<file path="src/pkg/capture_pkg.sv">
// Constants and mode encodings for the input capture channel.
package capture_pkg;
    localparam int TIMER_W     = 16;
    localparam int FIFO_DEPTH  = 4;
    localparam int PTR_W       = 2;
    localparam int CNT_W       = 3;
    localparam int NUM_CH      = 8;
    localparam int PRE_W       = 4;
    localparam logic [3:0] PRE_FOUR    = 4'h3;
    localparam logic [3:0] PRE_SIXTEEN = 4'hF;
    localparam logic [TIMER_W-1:0] CAP_RESET = 16'h0000;

    // Capture event mode select.
    typedef enum logic [2:0] {
        MODE_OFF     = 3'h0,
        MODE_FALL    = 3'h1,
        MODE_RISE    = 3'h2,
        MODE_BOTH    = 3'h3,
        MODE_RISE4   = 3'h4,
        MODE_RISE16  = 3'h5
    } cap_mode_e;
endpackage

</file>
<file path="src/rtl/input_capture_channel.sv">
// Input capture channel with edge detection, prescaler and four-entry buffer.
`timescale 1ns/1ps
module input_capture_channel
    import capture_pkg::*;
(
    input  wire logic               clock,
    input  wire logic               rst,
    input  wire logic               capture_input_pin,
    input  wire logic [2:0]         mode_sel,
    input  wire logic               time_base_sel,
    input  wire logic [TIMER_W-1:0] time_base_first,
    input  wire logic [TIMER_W-1:0] time_base_second,
    input  wire logic [1:0]         irq_level_sel,
    input  wire logic               low_power,
    input  wire logic               read_pulse,
    input  wire logic               overflow_clear,
    output logic [TIMER_W-1:0]      capture_value,
    output logic                    not_empty,
    output logic                    overflow,
    output logic                    irq,
    output logic                    wake
);
    logic                 sync1_r, sync2_r, prev_r;
    logic [PRE_W-1:0]     pre_r, pre_nxt;
    logic [TIMER_W-1:0]   mem_r [FIFO_DEPTH];
    logic [PTR_W-1:0]     wr_r, wr_nxt, rd_r, rd_nxt;
    logic [CNT_W-1:0]     cnt_r, cnt_nxt;
    logic                 ovf_r, ovf_nxt, irq_r, irq_nxt, wake_r, wake_nxt;
    logic                 ne_r, ne_nxt;
    logic [TIMER_W-1:0]   head_r, head_nxt;
    logic                 rise, fall, event_hit, push, pop;
    logic [TIMER_W-1:0]   base;
    cap_mode_e            mode;

    assign mode = cap_mode_e'(mode_sel);
    assign rise = sync2_r & ~prev_r;
    assign fall = ~sync2_r & prev_r;
    assign base = time_base_sel ? time_base_second : time_base_first;

    // The pin is asynchronous, so edges are judged only after two flops.
    always_ff @(posedge clock or posedge rst) begin
        if (rst) begin
            sync1_r <= 1'b0;
            sync2_r <= 1'b0;
            prev_r  <= 1'b0;
        end else begin
            sync1_r <= capture_input_pin;
            sync2_r <= sync1_r;
            prev_r  <= sync2_r;
        end
    end

    always_comb begin
        pre_nxt   = pre_r;
        event_hit = 1'b0;
        // Simple modes clear the prescaler so every-4th counting restarts on mode entry.
        unique case (mode)
            MODE_FALL: begin
                pre_nxt   = '0;
                event_hit = fall;
            end
            MODE_RISE: begin
                pre_nxt   = '0;
                event_hit = rise;
            end
            MODE_BOTH: begin
                pre_nxt   = '0;
                event_hit = rise | fall;
            end
            MODE_RISE4: begin
                if (rise) begin
                    pre_nxt   = (pre_r >= PRE_FOUR) ? '0 : pre_r + 1'b1;
                    event_hit = (pre_r == PRE_FOUR);
                end
            end
            MODE_RISE16: begin
                if (rise) begin
                    pre_nxt   = pre_r + 1'b1;
                    event_hit = (pre_r == PRE_SIXTEEN);
                end
            end
            default: pre_nxt = '0;
        endcase
    end

    // A full buffer drops the new event instead of overwriting, so the oldest word survives.
    assign push = event_hit && (cnt_r != CNT_W'(FIFO_DEPTH));
    assign pop  = read_pulse && (cnt_r != '0);

    always_comb begin
        wr_nxt   = push ? wr_r + 1'b1 : wr_r;
        rd_nxt   = pop ? rd_r + 1'b1 : rd_r;
        cnt_nxt  = cnt_r + CNT_W'(push) - CNT_W'(pop);
        // A new overflow beats a clear in the same cycle.
        ovf_nxt  = (event_hit && cnt_r == CNT_W'(FIFO_DEPTH)) | (ovf_r & ~overflow_clear);
        irq_nxt  = cnt_nxt > CNT_W'(irq_level_sel);
        // Wake is a pulse, so a sleeping core sees one request per event.
        wake_nxt = low_power & event_hit;
        ne_nxt   = (cnt_nxt != '0);
        if (cnt_nxt == '0) begin
            head_nxt = CAP_RESET;
        end else if (cnt_r == '0 || (pop && cnt_r == 3'h1)) begin
            head_nxt = base;
        end else if (pop) begin
            head_nxt = mem_r[rd_r + 1'b1];
        end else begin
            head_nxt = mem_r[rd_r];
        end
    end

    always_ff @(posedge clock or posedge rst) begin
        if (rst) begin
            pre_r  <= '0;
            wr_r   <= '0;
            rd_r   <= '0;
            cnt_r  <= '0;
            ovf_r  <= 1'b0;
            irq_r  <= 1'b0;
            wake_r <= 1'b0;
            head_r <= CAP_RESET;
            ne_r   <= 1'b0;
        end else begin
            pre_r  <= pre_nxt;
            wr_r   <= wr_nxt;
            rd_r   <= rd_nxt;
            cnt_r  <= cnt_nxt;
            ovf_r  <= ovf_nxt;
            irq_r  <= irq_nxt;
            wake_r <= wake_nxt;
            head_r <= head_nxt;
            ne_r   <= ne_nxt;
        end
    end

    // Buffer storage carries no reset; the head register hides stale words.
    always_ff @(posedge clock) begin
        if (push) begin
            mem_r[wr_r] <= base;
        end
    end

    assign capture_value = head_r;
    assign not_empty     = ne_r;
    assign overflow      = ovf_r;
    assign irq           = irq_r;
    assign wake          = wake_r;
endmodule

</file>
<file path="config.mk">
export PLATFORM = sky130hd
export DESIGN_NAME = input_capture_channel
export DESIGN_NICKNAME = d
export VERILOG_FILES = /design/src/pkg/capture_pkg.sv /design/src/rtl/input_capture_channel.sv
export SDC_FILE = /design/constraint.sdc
export NUM_CORES = 1
export LEC_CHECK = 0
export ABC_AREA = 1
export ABC_CLOCK_PERIOD_IN_PS = 3630
export BUFFER_PORTS_ARGS = -buffer_cell sky130_fd_sc_hd__buf_2
export CAP_MARGIN = 20
export CORE_ASPECT_RATIO = 0.5
export CORE_UTILIZATION = 27
export DETAILED_ROUTE_END_ITERATION = 10
export SETUP_SLACK_MARGIN = 0.5
export SLEW_MARGIN = 20
export SYNTH_ARGS = -nofsm -noshare
export SYNTH_HDL_FRONTEND = slang
export SYNTH_SLANG_ARGS = --single-unit
</file>
<file path="constraint.sdc">
create_clock -name clock -period 3.63 [get_ports clock]
set_input_delay 0.726 -clock clock [delete_from_list [all_inputs] [get_ports clock]]
set_output_delay 0.726 -clock clock [all_outputs]
set_load 0.02 [all_outputs]
</file>
# Yosys cells after proc, flatten, opt, wreduce, memory -nomap -nowiden
# Memories as Yosys holds them, arrays and structs flattened.
# Cells that the tools add are included.
[op_classes]
addsub = 5
shift = 0
bitwise = 9
div_mod_pow = 0
magnitude_cmp = 2
reduce_logical = 10
n_eq_ne = 12
n_mux = 13
n_mul = 0
[ops]
columns = ["operator", "count"]
rows = [
  ["$mux W16", 4],
  ["$mux W4", 3],
  ["$eq A3 B3 Y1 const B", 3],
  ["$pmux W4 S2", 1],
  ["$eq A3 B1 Y1 const B", 2],
  ["$eq A3 B2 Y1 const B", 2],
  ["$logic_not A3 Y1", 2],
  ["$reduce_bool A3 Y1", 2],
  ["$pmux W1 S5", 1],
  ["$add A2 B1 Y2 const B", 2],
  ["$add A4 B1 Y4 const B", 1],
  ["$and A1 B1 Y1", 4],
  ["$eq A4 B2 Y1 const B", 1],
  ["$eq A4 B4 Y1 const B", 1],
  ["$ge A4 B2 Y1 const B", 1],
  ["$logic_and A1 B1 Y1", 4],
  ["$mux W1", 4],
  ["$ne A2 B2 Y1 const B", 2],
  ["$add A3 B1 Y3", 1],
  ["$gt A3 B2 Y1", 1],
  ["$ne A3 B3 Y1 const B", 1],
  ["$not A1 Y1", 3],
  ["$sub A3 B1 Y3", 1],
  ["$or A1 B1 Y1", 2],
  ["other kinds (2)", 2],
]
[word_totals]
reg_bits = 34
ram_bits = 64
latch_bits = 0
out_inout_bits = 20
mem_bits_ro = 0
in_bits = 44
memories = 1
[mem_list]
columns = ["memory", "words", "word_bits", "rd", "rd_ports_with_merged_regs", "write_ports", "line", "text"]
rows = [
  ["mem_r", 4, 16, 2, 0, 1, "input_capture_channel.sv:25", "logic [TIMER_W-1:0] mem_r [FIFO_DEPTH];"],
]

# Depth between registers and ports, before layout
# Gate-level depths: netlist of the first run.
[depth]
depth_word = 9
ltp_mapped = 20
mapped_depth_nobuf = 19

# Worst setup path after synthesis of the first run
# OpenSTA, ideal clock, no wires.
[synth_timing]
path_type = "input -> register"
from = "in mode_sel[2]"
to = "reg head_r[11], in the netlist capture_value[11]"
setup_time_ps = 113
slack_ps = 579
cell_stages = 19
n_path_buf = 1
t_required_ps = 3517
arrival_ps = 2939
path_cell_list = "inv_1 > nand2_1 > nand2_1 > nand2_1 > nor2_1 > nand3_1 > ha_1 > inv_1 > ha_1 > inv_1 > fa_1 > inv_1 > nor2_1 > nand3_2 > buf_4 > nand2_1 > inv_1 > nand2_1 > inv_1"
[synth_between]
elab_chain_cells = 7
word_cells_on_any_way = 11
cone_classes = "2 x add/sub; 5 x eq/ne; 2 x mux; 2 x reduce/logical"
[synth_lines]
columns = ["element", "line", "text"]
rows = [
  ["start: declaration", "input_capture_channel.sv:9", "input wire logic [2:0] mode_sel,"],
  ["$eq A3 B3 Y1 (tied with other cells)", "input_capture_channel.sv:57", "unique case (mode)"],
  ["$pmux W1 S5 (*)", "input_capture_channel.sv:57", ""],
  ["$logic_and A1 B1 Y1 (*)", "input_capture_channel.sv:87", "assign push = event_hit && (cnt_r != CNT_W'(FIFO_DEPTH));"],
  ["$add A3 B1 Y3 (*)", "input_capture_channel.sv:93", "cnt_nxt = cnt_r + CNT_W'(push) - CNT_W'(pop);"],
  ["$sub A3 B1 Y3 (*)", "input_capture_channel.sv:93", ""],
  ["via cnt_nxt[1]", "input_capture_channel.sv:27", "logic [CNT_W-1:0] cnt_r, cnt_nxt;"],
  ["$logic_not A3 Y1 (*)", "input_capture_channel.sv:100", "if (cnt_nxt == '0) begin"],
  ["$mux W16 (*)", "input_capture_channel.sv:100", ""],
  ["via head_nxt[11]", "input_capture_channel.sv:30", "logic [TIMER_W-1:0] head_r, head_nxt;"],
  ["end signal: assignment", "input_capture_channel.sv:130", "head_r <= head_nxt;"],
  ["end: declaration", "input_capture_channel.sv:30", ""],
]
# The timed path passes the listed nets; every way through them passes the cells marked *.
# A chain may end at the register's enable or synchronous reset.

# Worst setup path after layout of the first run
[layout_timing]
from = "reg prev_r"
to = "reg irq_r, in the netlist irq"
[layout_between]
elab_chain_cells = 8
word_cells_on_any_way = 11
cone_classes = "2 x add/sub; 1 x order compare; 3 x mux; 4 x bitwise; 1 x reduce/logical"
[layout_lines]
columns = ["element", "line", "text"]
rows = [
  ["start: declaration", "input_capture_channel.sv:23", "logic sync1_r, sync2_r, prev_r;"],
  ["start signal: assignment", "input_capture_channel.sv:49", "prev_r <= sync2_r;"],
  ["$not A1 Y1", "input_capture_channel.sv:36", "assign rise = sync2_r & ~prev_r;"],
  ["$and A1 B1 Y1", "input_capture_channel.sv:36", ""],
  ["$mux W1 (tied with other cells)", "input_capture_channel.sv:77", "if (rise) begin"],
  ["$pmux W1 S5 (*)", "input_capture_channel.sv:57", ""],
  ["$logic_and A1 B1 Y1 (*)", "input_capture_channel.sv:87", ""],
  ["$add A3 B1 Y3 (*)", "input_capture_channel.sv:93", ""],
  ["$sub A3 B1 Y3 (*)", "input_capture_channel.sv:93", ""],
  ["via cnt_nxt[1]", "input_capture_channel.sv:27", ""],
  ["$gt A3 B2 Y1 (*)", "input_capture_channel.sv:96", "irq_nxt = cnt_nxt > CNT_W'(irq_level_sel);"],
  ["via irq_nxt", "input_capture_channel.sv:28", "logic ovf_r, ovf_nxt, irq_r, irq_nxt, wake_r, wake_nxt;"],
  ["end signal: assignment", "input_capture_channel.sv:128", "irq_r <= irq_nxt;"],
  ["end: declaration", "input_capture_channel.sv:28", ""],
]
# Marked as above.

==> out/qor.txt, run 1 <==
Psw -> 1.96 mW
Fmax -> 0.344 GHz
Synth cell types -> 27
CTS hold repair buffers -> 0
Min-Delay Path Depth -> 0
Flop pwr share -> 33.1%
Critical Path Source -> prev_r$_DFF_PP0_
DRC Markers -> 0
Vias in the first global route -> 4177
Worst r2r dst -> irq$_DFF_PP0_
Pre-antenna DRT Iters -> 4
Synth Flop Type -> edfxtp_1
Gr usage total -> 12.8%
Worst R2R Setup Slack -> 0.73 ns
Mean post-synth cell area -> 7.89 um^2
Die height -> 101 um
CTS sink count -> 98
Total grt overflow -> 0
Vias post-DR -> 4277
Final setup TNS -> 0 ns
Largest net degree at the start of global routing -> 66
Post-synthesis sequential area ratio -> 52.0%
Setup crit end kind -> flop
Worst r2r src -> prev_r$_DFF_PP0_
Drt wl/cell -> 12.5 um
Worst Tran Pin Value -> 0.774 ns
Synth Warn # -> 0
Initial DRC Count -> 257
Tmin final -> 2.90 ns
CTS clk-pin slew, worst paths -> 0.07 ns
Static Leak -> 3.15 nW
CP max FO -> 4
CP endpoint -> irq$_DFF_PP0_
# diodes -> 0
GPL Wtd Cong -> 0.760
Routed WL -> 12500 um
CTS tree -> yes
Synth Net Count -> 732
Worst EP arrival -> 3.13 ns
Starting Density -> 28.3%
Rows -> 35
Horiz. Die Dim -> 201 um
Switching share of power -> 43.4%
HP Class -> flop to flop
Maximum vdd ir drop -> 323 uV
H-tree depth -> 3
Worst Skew -> 0.0168 ns
Die area -> 20400 um^2
Initial antenna violation count -> 0
Hold Path Origin -> sync1_r$_DFF_PP0_
Layout cells sized above 1 -> 16.7%
Port Buf Inserts -> 63
Root Driver -> clkbuf_16
# setup viols final -> 0
Internal -> 2.56 mW
Max-cap viol count -> 0
WP data required -> 3.86 ns
Post-route ant nets -> 0
Pwr Density -> 724 nW/um^2
Worst hold slack -> 0.354 ns
Core box area -> 18900 um^2
Nets@finish -> 795
Clock power share -> 19.7%
FF-to-FF path depth -> 18
RSZ-0062 raised after global routing -> false
Crit path kind -> flop to flop
Hpwl dp -> 8060 um
Inserted Clock Buffers -> 9
Status -> finished clean
Comb pwr share -> 47.2%
Io pins -> 64
Global-route wire length before repair -> 20200 um
Startpoint Class -> flop
Share of flip-flops with an asynchronous set or reset -> 34.7%
CTS max path bufs -> 2
Worst-Skew Late Latency -> 0.35 ns
Area grow syn2layout -> 17.0%
Slew headroom -> 48.3%
Endpoints failing hold -> 0
Yosys reg bits -> 98
EDFF count, synth -> 64
Cells after synthesis -> 676
Via/cell ratio -> 4.26
Netlist Area Pre-Place -> 5330 um^2
Max-slew violations -> 0
Final worst-path cycle share -> 80.0%
==> what timing repair did <==
action,4_1_cts,5_1_grt
buffers inserted,0,1
endpoints found under the setup margin,0,18
resized for setup,0,4
==> registers in the layout, indices dropped and copies added, names as in the netlist <==
signal / count
irq: 1
capture_value: 16
wake: 1
sync2_r: 1
rd_r: 2
pre_r: 4
overflow: 1
sync1_r: 1
cnt_r: 3
not_empty: 1
prev_r: 1
wr_r: 2
mem_r: 64
==> placed cells by master (no fill, tap or decap) <==
master     instances
inv_1            110
fa_1               1
or2_0              3
clkbuf_1           1
buf_6              1
o21ai_0           15
nand3b_1           1
xor2_1             2
nand2_1          263
a21oi_2            1
nand3_1           77
nand3_2            2
inv_6              2
buf_4             13
clkinv_2           3
nor2_1            26
inv_2              6
nor2_2             3
nand2_2            3
ha_1              11
dfrtp_1           34
buf_2             63
or2_2             10
clkinv_4           1
clkbuf_16          9
a21oi_1            3
nand4_1            3
edfxtp_1          64
o21ai_2            7
mux2i_1            1
or2_1              5
==> metrics by stage <==
step | instance area, um^2 | std cells | setup WS, ns | power [mW] | util, %
floorplan | 5330 | 676 | 0.579 | 3.09 | -
global placement | 5950 | 986 | 0.386 | 3.61 | 31.5
detailed placement | 5950 | 986 | 0.350 | 3.65 | 31.5
CTS | 6220 | 1002 | 0.567 | 4.55 | 32.9
global route | 6240 | 1003 | 0.495 | 4.92 | 33.1
finish | 6240 | 1003 | 0.727 | 4.52 | 33.1
==> critical path, cell delays in order (launching register included) <==
cell	delay, ns
dfrtp_1	0.38
inv_1	0.06
ha_1	0.16
inv_1	0.09
nand2_1	0.07
nand2_1	0.05
nor2_2	0.18
nand3_2	0.11
ha_1	0.30
inv_1	0.06
ha_1	0.13
inv_1	0.04
fa_1	0.48
inv_1	0.07
ha_1	0.29
inv_1	0.06
nor2_1	0.03
o21ai_0	0.13
nand3_1	0.08
==> cells in the mapped netlist (all sizes together), types with 2 or more instances <==
cell type / n / area [um^2]
clkbuf: 9 / 35.0
nand4: 3 / 18.8
edfxtp: 64 / 1920
or2: 18 / 113
inv: 116 / 435
nor2: 29 / 111
ha: 11 / 138
xor2: 2 / 17.5
buf: 16 / 87.6
dfrtp: 34 / 851
nand3: 79 / 400
nand2: 266 / 1010
a21oi: 4 / 23.8
o21ai: 22 / 136
==> worst min path at each step <==
stage	endpoint	slack, ns
2_1_floorplan	sync2_r$_DFF_PP0_	0.33
3_3_place_gp	sync2_r$_DFF_PP0_	0.34
3_5_place_dp	sync2_r$_DFF_PP0_	0.34
4_1_cts	sync2_r$_DFF_PP0_	0.36
5_1_grt	sync2_r$_DFF_PP0_	0.37
6_report	sync2_r$_DFF_PP0_	0.35
==> layer usage <==
layer | track usage (%) | up-vias | share of wire (%)
li1 | - | 2214 | -
met1 | 15.4 | 1961 | 46
met2 | 22.4 | 81 | 48
met3 | 2.86 | 21 | 4.2
met4 | 5.17 | 0 | 1.7
met5 | 0 | - | 0
==> logic make-up after synthesis <==
family                     share of synthesized area [%]
AOI/OAI and AO/OA                                   3.00
xor gates and xnor gates                           0.329
adders and majority gates                           2.96
buffers and inverters                               10.5
DFF                                                 52.0
muxes                                              0.188
and+or+nand+nor                                     31.1
==> power groups by stage <==
| stage | sequential [mW] | combinational, mW | clock, mW |
|---|---|---|---|
| global route | 1.52 | 2.44 | 0.961 |
| global placement | 1.52 | 2.09 | 0 |
| finish | 1.49 | 2.13 | 0.890 |
| detailed placement | 1.52 | 2.13 | 0 |
| floorplan | 1.63 | 1.46 | 0 |
| CTS | 1.50 | 2.13 | 0.919 |
==> layout make-up <==
| class | count | area [um^2] |
|---|---|---|
| fill | 1956 | 12600 |
| multi-input combinational | 437 | 2010 |
| tap | 259 | 324 |
| clock inverter | 6 | 41.3 |
| timing repair buffer | 77 | 424 |
| sequential | 98 | 2770 |
| clock buffer | 10 | 229 |
| inverter | 116 | 435 |
(Power assumes the default switching activity.)
==> inputs of run 2 (changes only) <==
- ABC_CLOCK_PERIOD_IN_PS: 3630 -> 2450
- clock period: 3.63 -> 2.45 ns (I/O delays scaled with it)
==> run 2 against run 1 <==
Against the previous run:
- the run now ends with setup timing left
- maximum frequency increased by 5.7%
- final cell count up 2.8%
- critical path depth increased by 1
- critical endpoint is now capture_value[8]$_DFF_PP0_
- highest routed layer unchanged
==> out/qor.txt, run 2 (synthesis gave the netlist of run 1 again) <==
Root Driver -> clkbuf_16
# setup viols final -> 19 (+19)
CP max FO -> 11 (+7)
Layout cells sized above 1 -> 23.4% (+6.8 points)
# diodes -> 0 (unchanged)
Largest net degree at the start of global routing -> 65 (-1.5%)
Fmax -> 0.364 GHz (+5.7%)
Die area -> 20400 um^2 (unchanged)
Hpwl dp -> 8970 um (+11%)
Routed WL -> 13700 um (+9.9%)
Vias post-DR -> 4430 (+3.6%)
Drt wl/cell -> 13.3 um (+6.9%)
Via/cell ratio -> 4.30 (+0.76%)
RSZ-0062 raised after global routing -> true
Total grt overflow -> 0 (unchanged)
Worst Skew -> 0.0102 ns (-0.00661 ns)
Port Buf Inserts -> 63 (unchanged)
Final setup TNS -> -4.45 ns (-4.45 ns)
CTS sink count -> 98 (unchanged)
Commonest non-fill, non-tap cell in the layout -> nand2_1
WP data required -> 2.69 ns (-1.17 ns)
Worst Tran Pin Value -> 0.632 ns (-0.142 ns)
Setup crit end kind -> flop
CTS clk-pin slew, worst paths -> 0.07 ns (about the same)
Worst setup margin -> -0.296 ns (-1.02 ns)
Tmin final -> 2.75 ns (-0.157 ns)
Largest register by flop count -> mem_r
Vias in the first global route -> 4431 (+6.1%)
CTS tree -> yes
Nets@finish -> 823 (+3.5%)
Max-cap viol count -> 0 (unchanged)
HP Class -> input pin to asynchronous set/reset pin
Endpoints failing hold -> 0 (unchanged)
Io pins -> 64 (unchanged)
Pwr Density -> 1090 nW/um^2 (+51%)
Max reg flops -> 64 (unchanged)
Critical Path Source -> sync2_r$_DFF_PP0_
Place WS -> -0.481 ns (-0.830 ns)
Worst-Skew Late Latency -> 0.34 ns (about the same)
Rows -> 35 (unchanged)
CTS hold repair buffers -> 0 (unchanged)
Layout fillers -> 1905 (-2.6%)
Starting Density -> 28.3% (unchanged)
Area grow syn2layout -> 24.3%
Maximum vdd ir drop -> 513 uV (+59%)
Failing checks -> setup timing
CP cell instances -> inv_1 > ha_1 > nand2_1 > a21oi_2 > nor2_4 > nand3_4 > ha_4 > inv_2 > ha_4 > inv_2 > fa_1 > inv_2 > nor2_2 > nand3_2 > buf_12 > nand2_1 > inv_1 > nand2_1 > inv_1
Pre-antenna DRT Iters -> 5 (+1)
Static Leak -> 3.30 nW (+4.8%)
Status -> finished, violations left
Horiz. Die Dim -> 201 um (unchanged)
Post-route ant nets -> 0 (unchanged)
Startpoint Class -> flop
Cell at the slowest stage of the critical path -> fa_1
Gr usage total -> 14.3% (+1.5 points)
GPL Wtd Cong -> 0.771 (+1.5%)
Final worst-path cycle share -> 112% (+32 points)
Initial DRC Count -> 248 (-3.5%)
Die height -> 101 um (unchanged)
H-tree depth -> 3 (unchanged)
Core box area -> 18900 um^2 (unchanged)
Max-slew violations -> 0 (unchanged)
Worst r2r src -> sync2_r$_DFF_PP0_
Crit path kind -> flop to flop
Most frequent cells in the layout -> nand2_1, inv_1, nand3_1
CTS max path bufs -> 2 (unchanged)
Slew headroom -> 57.9% (+9.5 points)
Initial antenna violation count -> 1 (+1)
DRC Markers -> 0 (unchanged)
Global-route wire length before repair -> 22400 um (+11%)
Worst EP arrival -> 2.98 ns (-0.15 ns)
FF-to-FF path depth -> 19 (+1)
Inserted Clock Buffers -> 9 (unchanged)
Max incr delay on CP -> 0.49 ns (about the same)
-- run 2: cell types whose count changed in the layout (fill, tap and decap cells not counted), sizes merged --
cell / delta
buf: +28
clkinv: -4
clkinvlp: +2
bufinv: +1
clkbuf: +1
-- run 2: power breakdown --
group          leakage (nW)  internal, mW  switching (mW)  total, mW
clock                 0.137         0.800           0.611       1.41
sequential            0.990          2.07           0.167       2.24
combinational          2.17          1.27            2.32       3.59
-- run 2: worst paths after layout --
kind                                         endpoint  slack (ns)
max                        capture_value[8]$_DFF_PP0_       -0.30
min                                 sync1_r$_DFF_PP0_        0.20
max reg2reg                capture_value[8]$_DFF_PP0_       -0.30
min reg2reg                         sync2_r$_DFF_PP0_        0.36
max in group asynchronous          overflow$_DFF_PP0_        1.71
min in group clock                  sync1_r$_DFF_PP0_        0.26
-- run 2: cell type report --
cell class / count / area [um^2] / area share (%)
timing repair buffer: 105 / 692 / 10.4
clock inverter: 5 / 62.6 / 0.944
multi-input combinational: 437 / 2110 / 31.8
tap: 259 / 324 / 4.89
sequential: 98 / 2770 / 41.8
clock buffer: 11 / 233 / 3.51
inverter: 116 / 435 / 6.57
-- run 2: metal layers --
layer	vias to the layer above	track usage [%]	wire (um)
li1	2277	-	-
met2	112	25.1	6410
met5	-	0	0
met4	0	3.99	205
met1	2025	18.3	6410
met3	16	2.57	698
-- run 2: what timing repair did --
action                                  4_1_cts  5_1_grt
endpoints found under the setup margin       36       76
resized for setup                            23       32
setup buffers                                 2        2
pin swaps                                     4        4
cloned                                        2        1
-- run 2: critical path: cells and delay by family, from the launching register on --
family	cells	cell delay (ns)
buffers and inverters	7	0.45
adders and majority gates	4	1.09
AOI/OAI and AO/OA	1	0.07
and+or+nand+nor	7	0.63
DFF	1	0.39
-- run 2: metrics by stage --
stage	instances	instance area, um^2	power, mW	utilization (%)	hold WS [ns]
after global placement	1008	6140	5.60	32.5	0.336
after floorplan	676	5350	4.60	-	0.331
final	1031	6630	7.24	35.1	0.196
after detailed placement	1008	6140	5.66	32.5	0.346
after CTS	1028	6530	7.20	34.6	0.215
after global routing	1031	6630	7.88	35.1	0.237
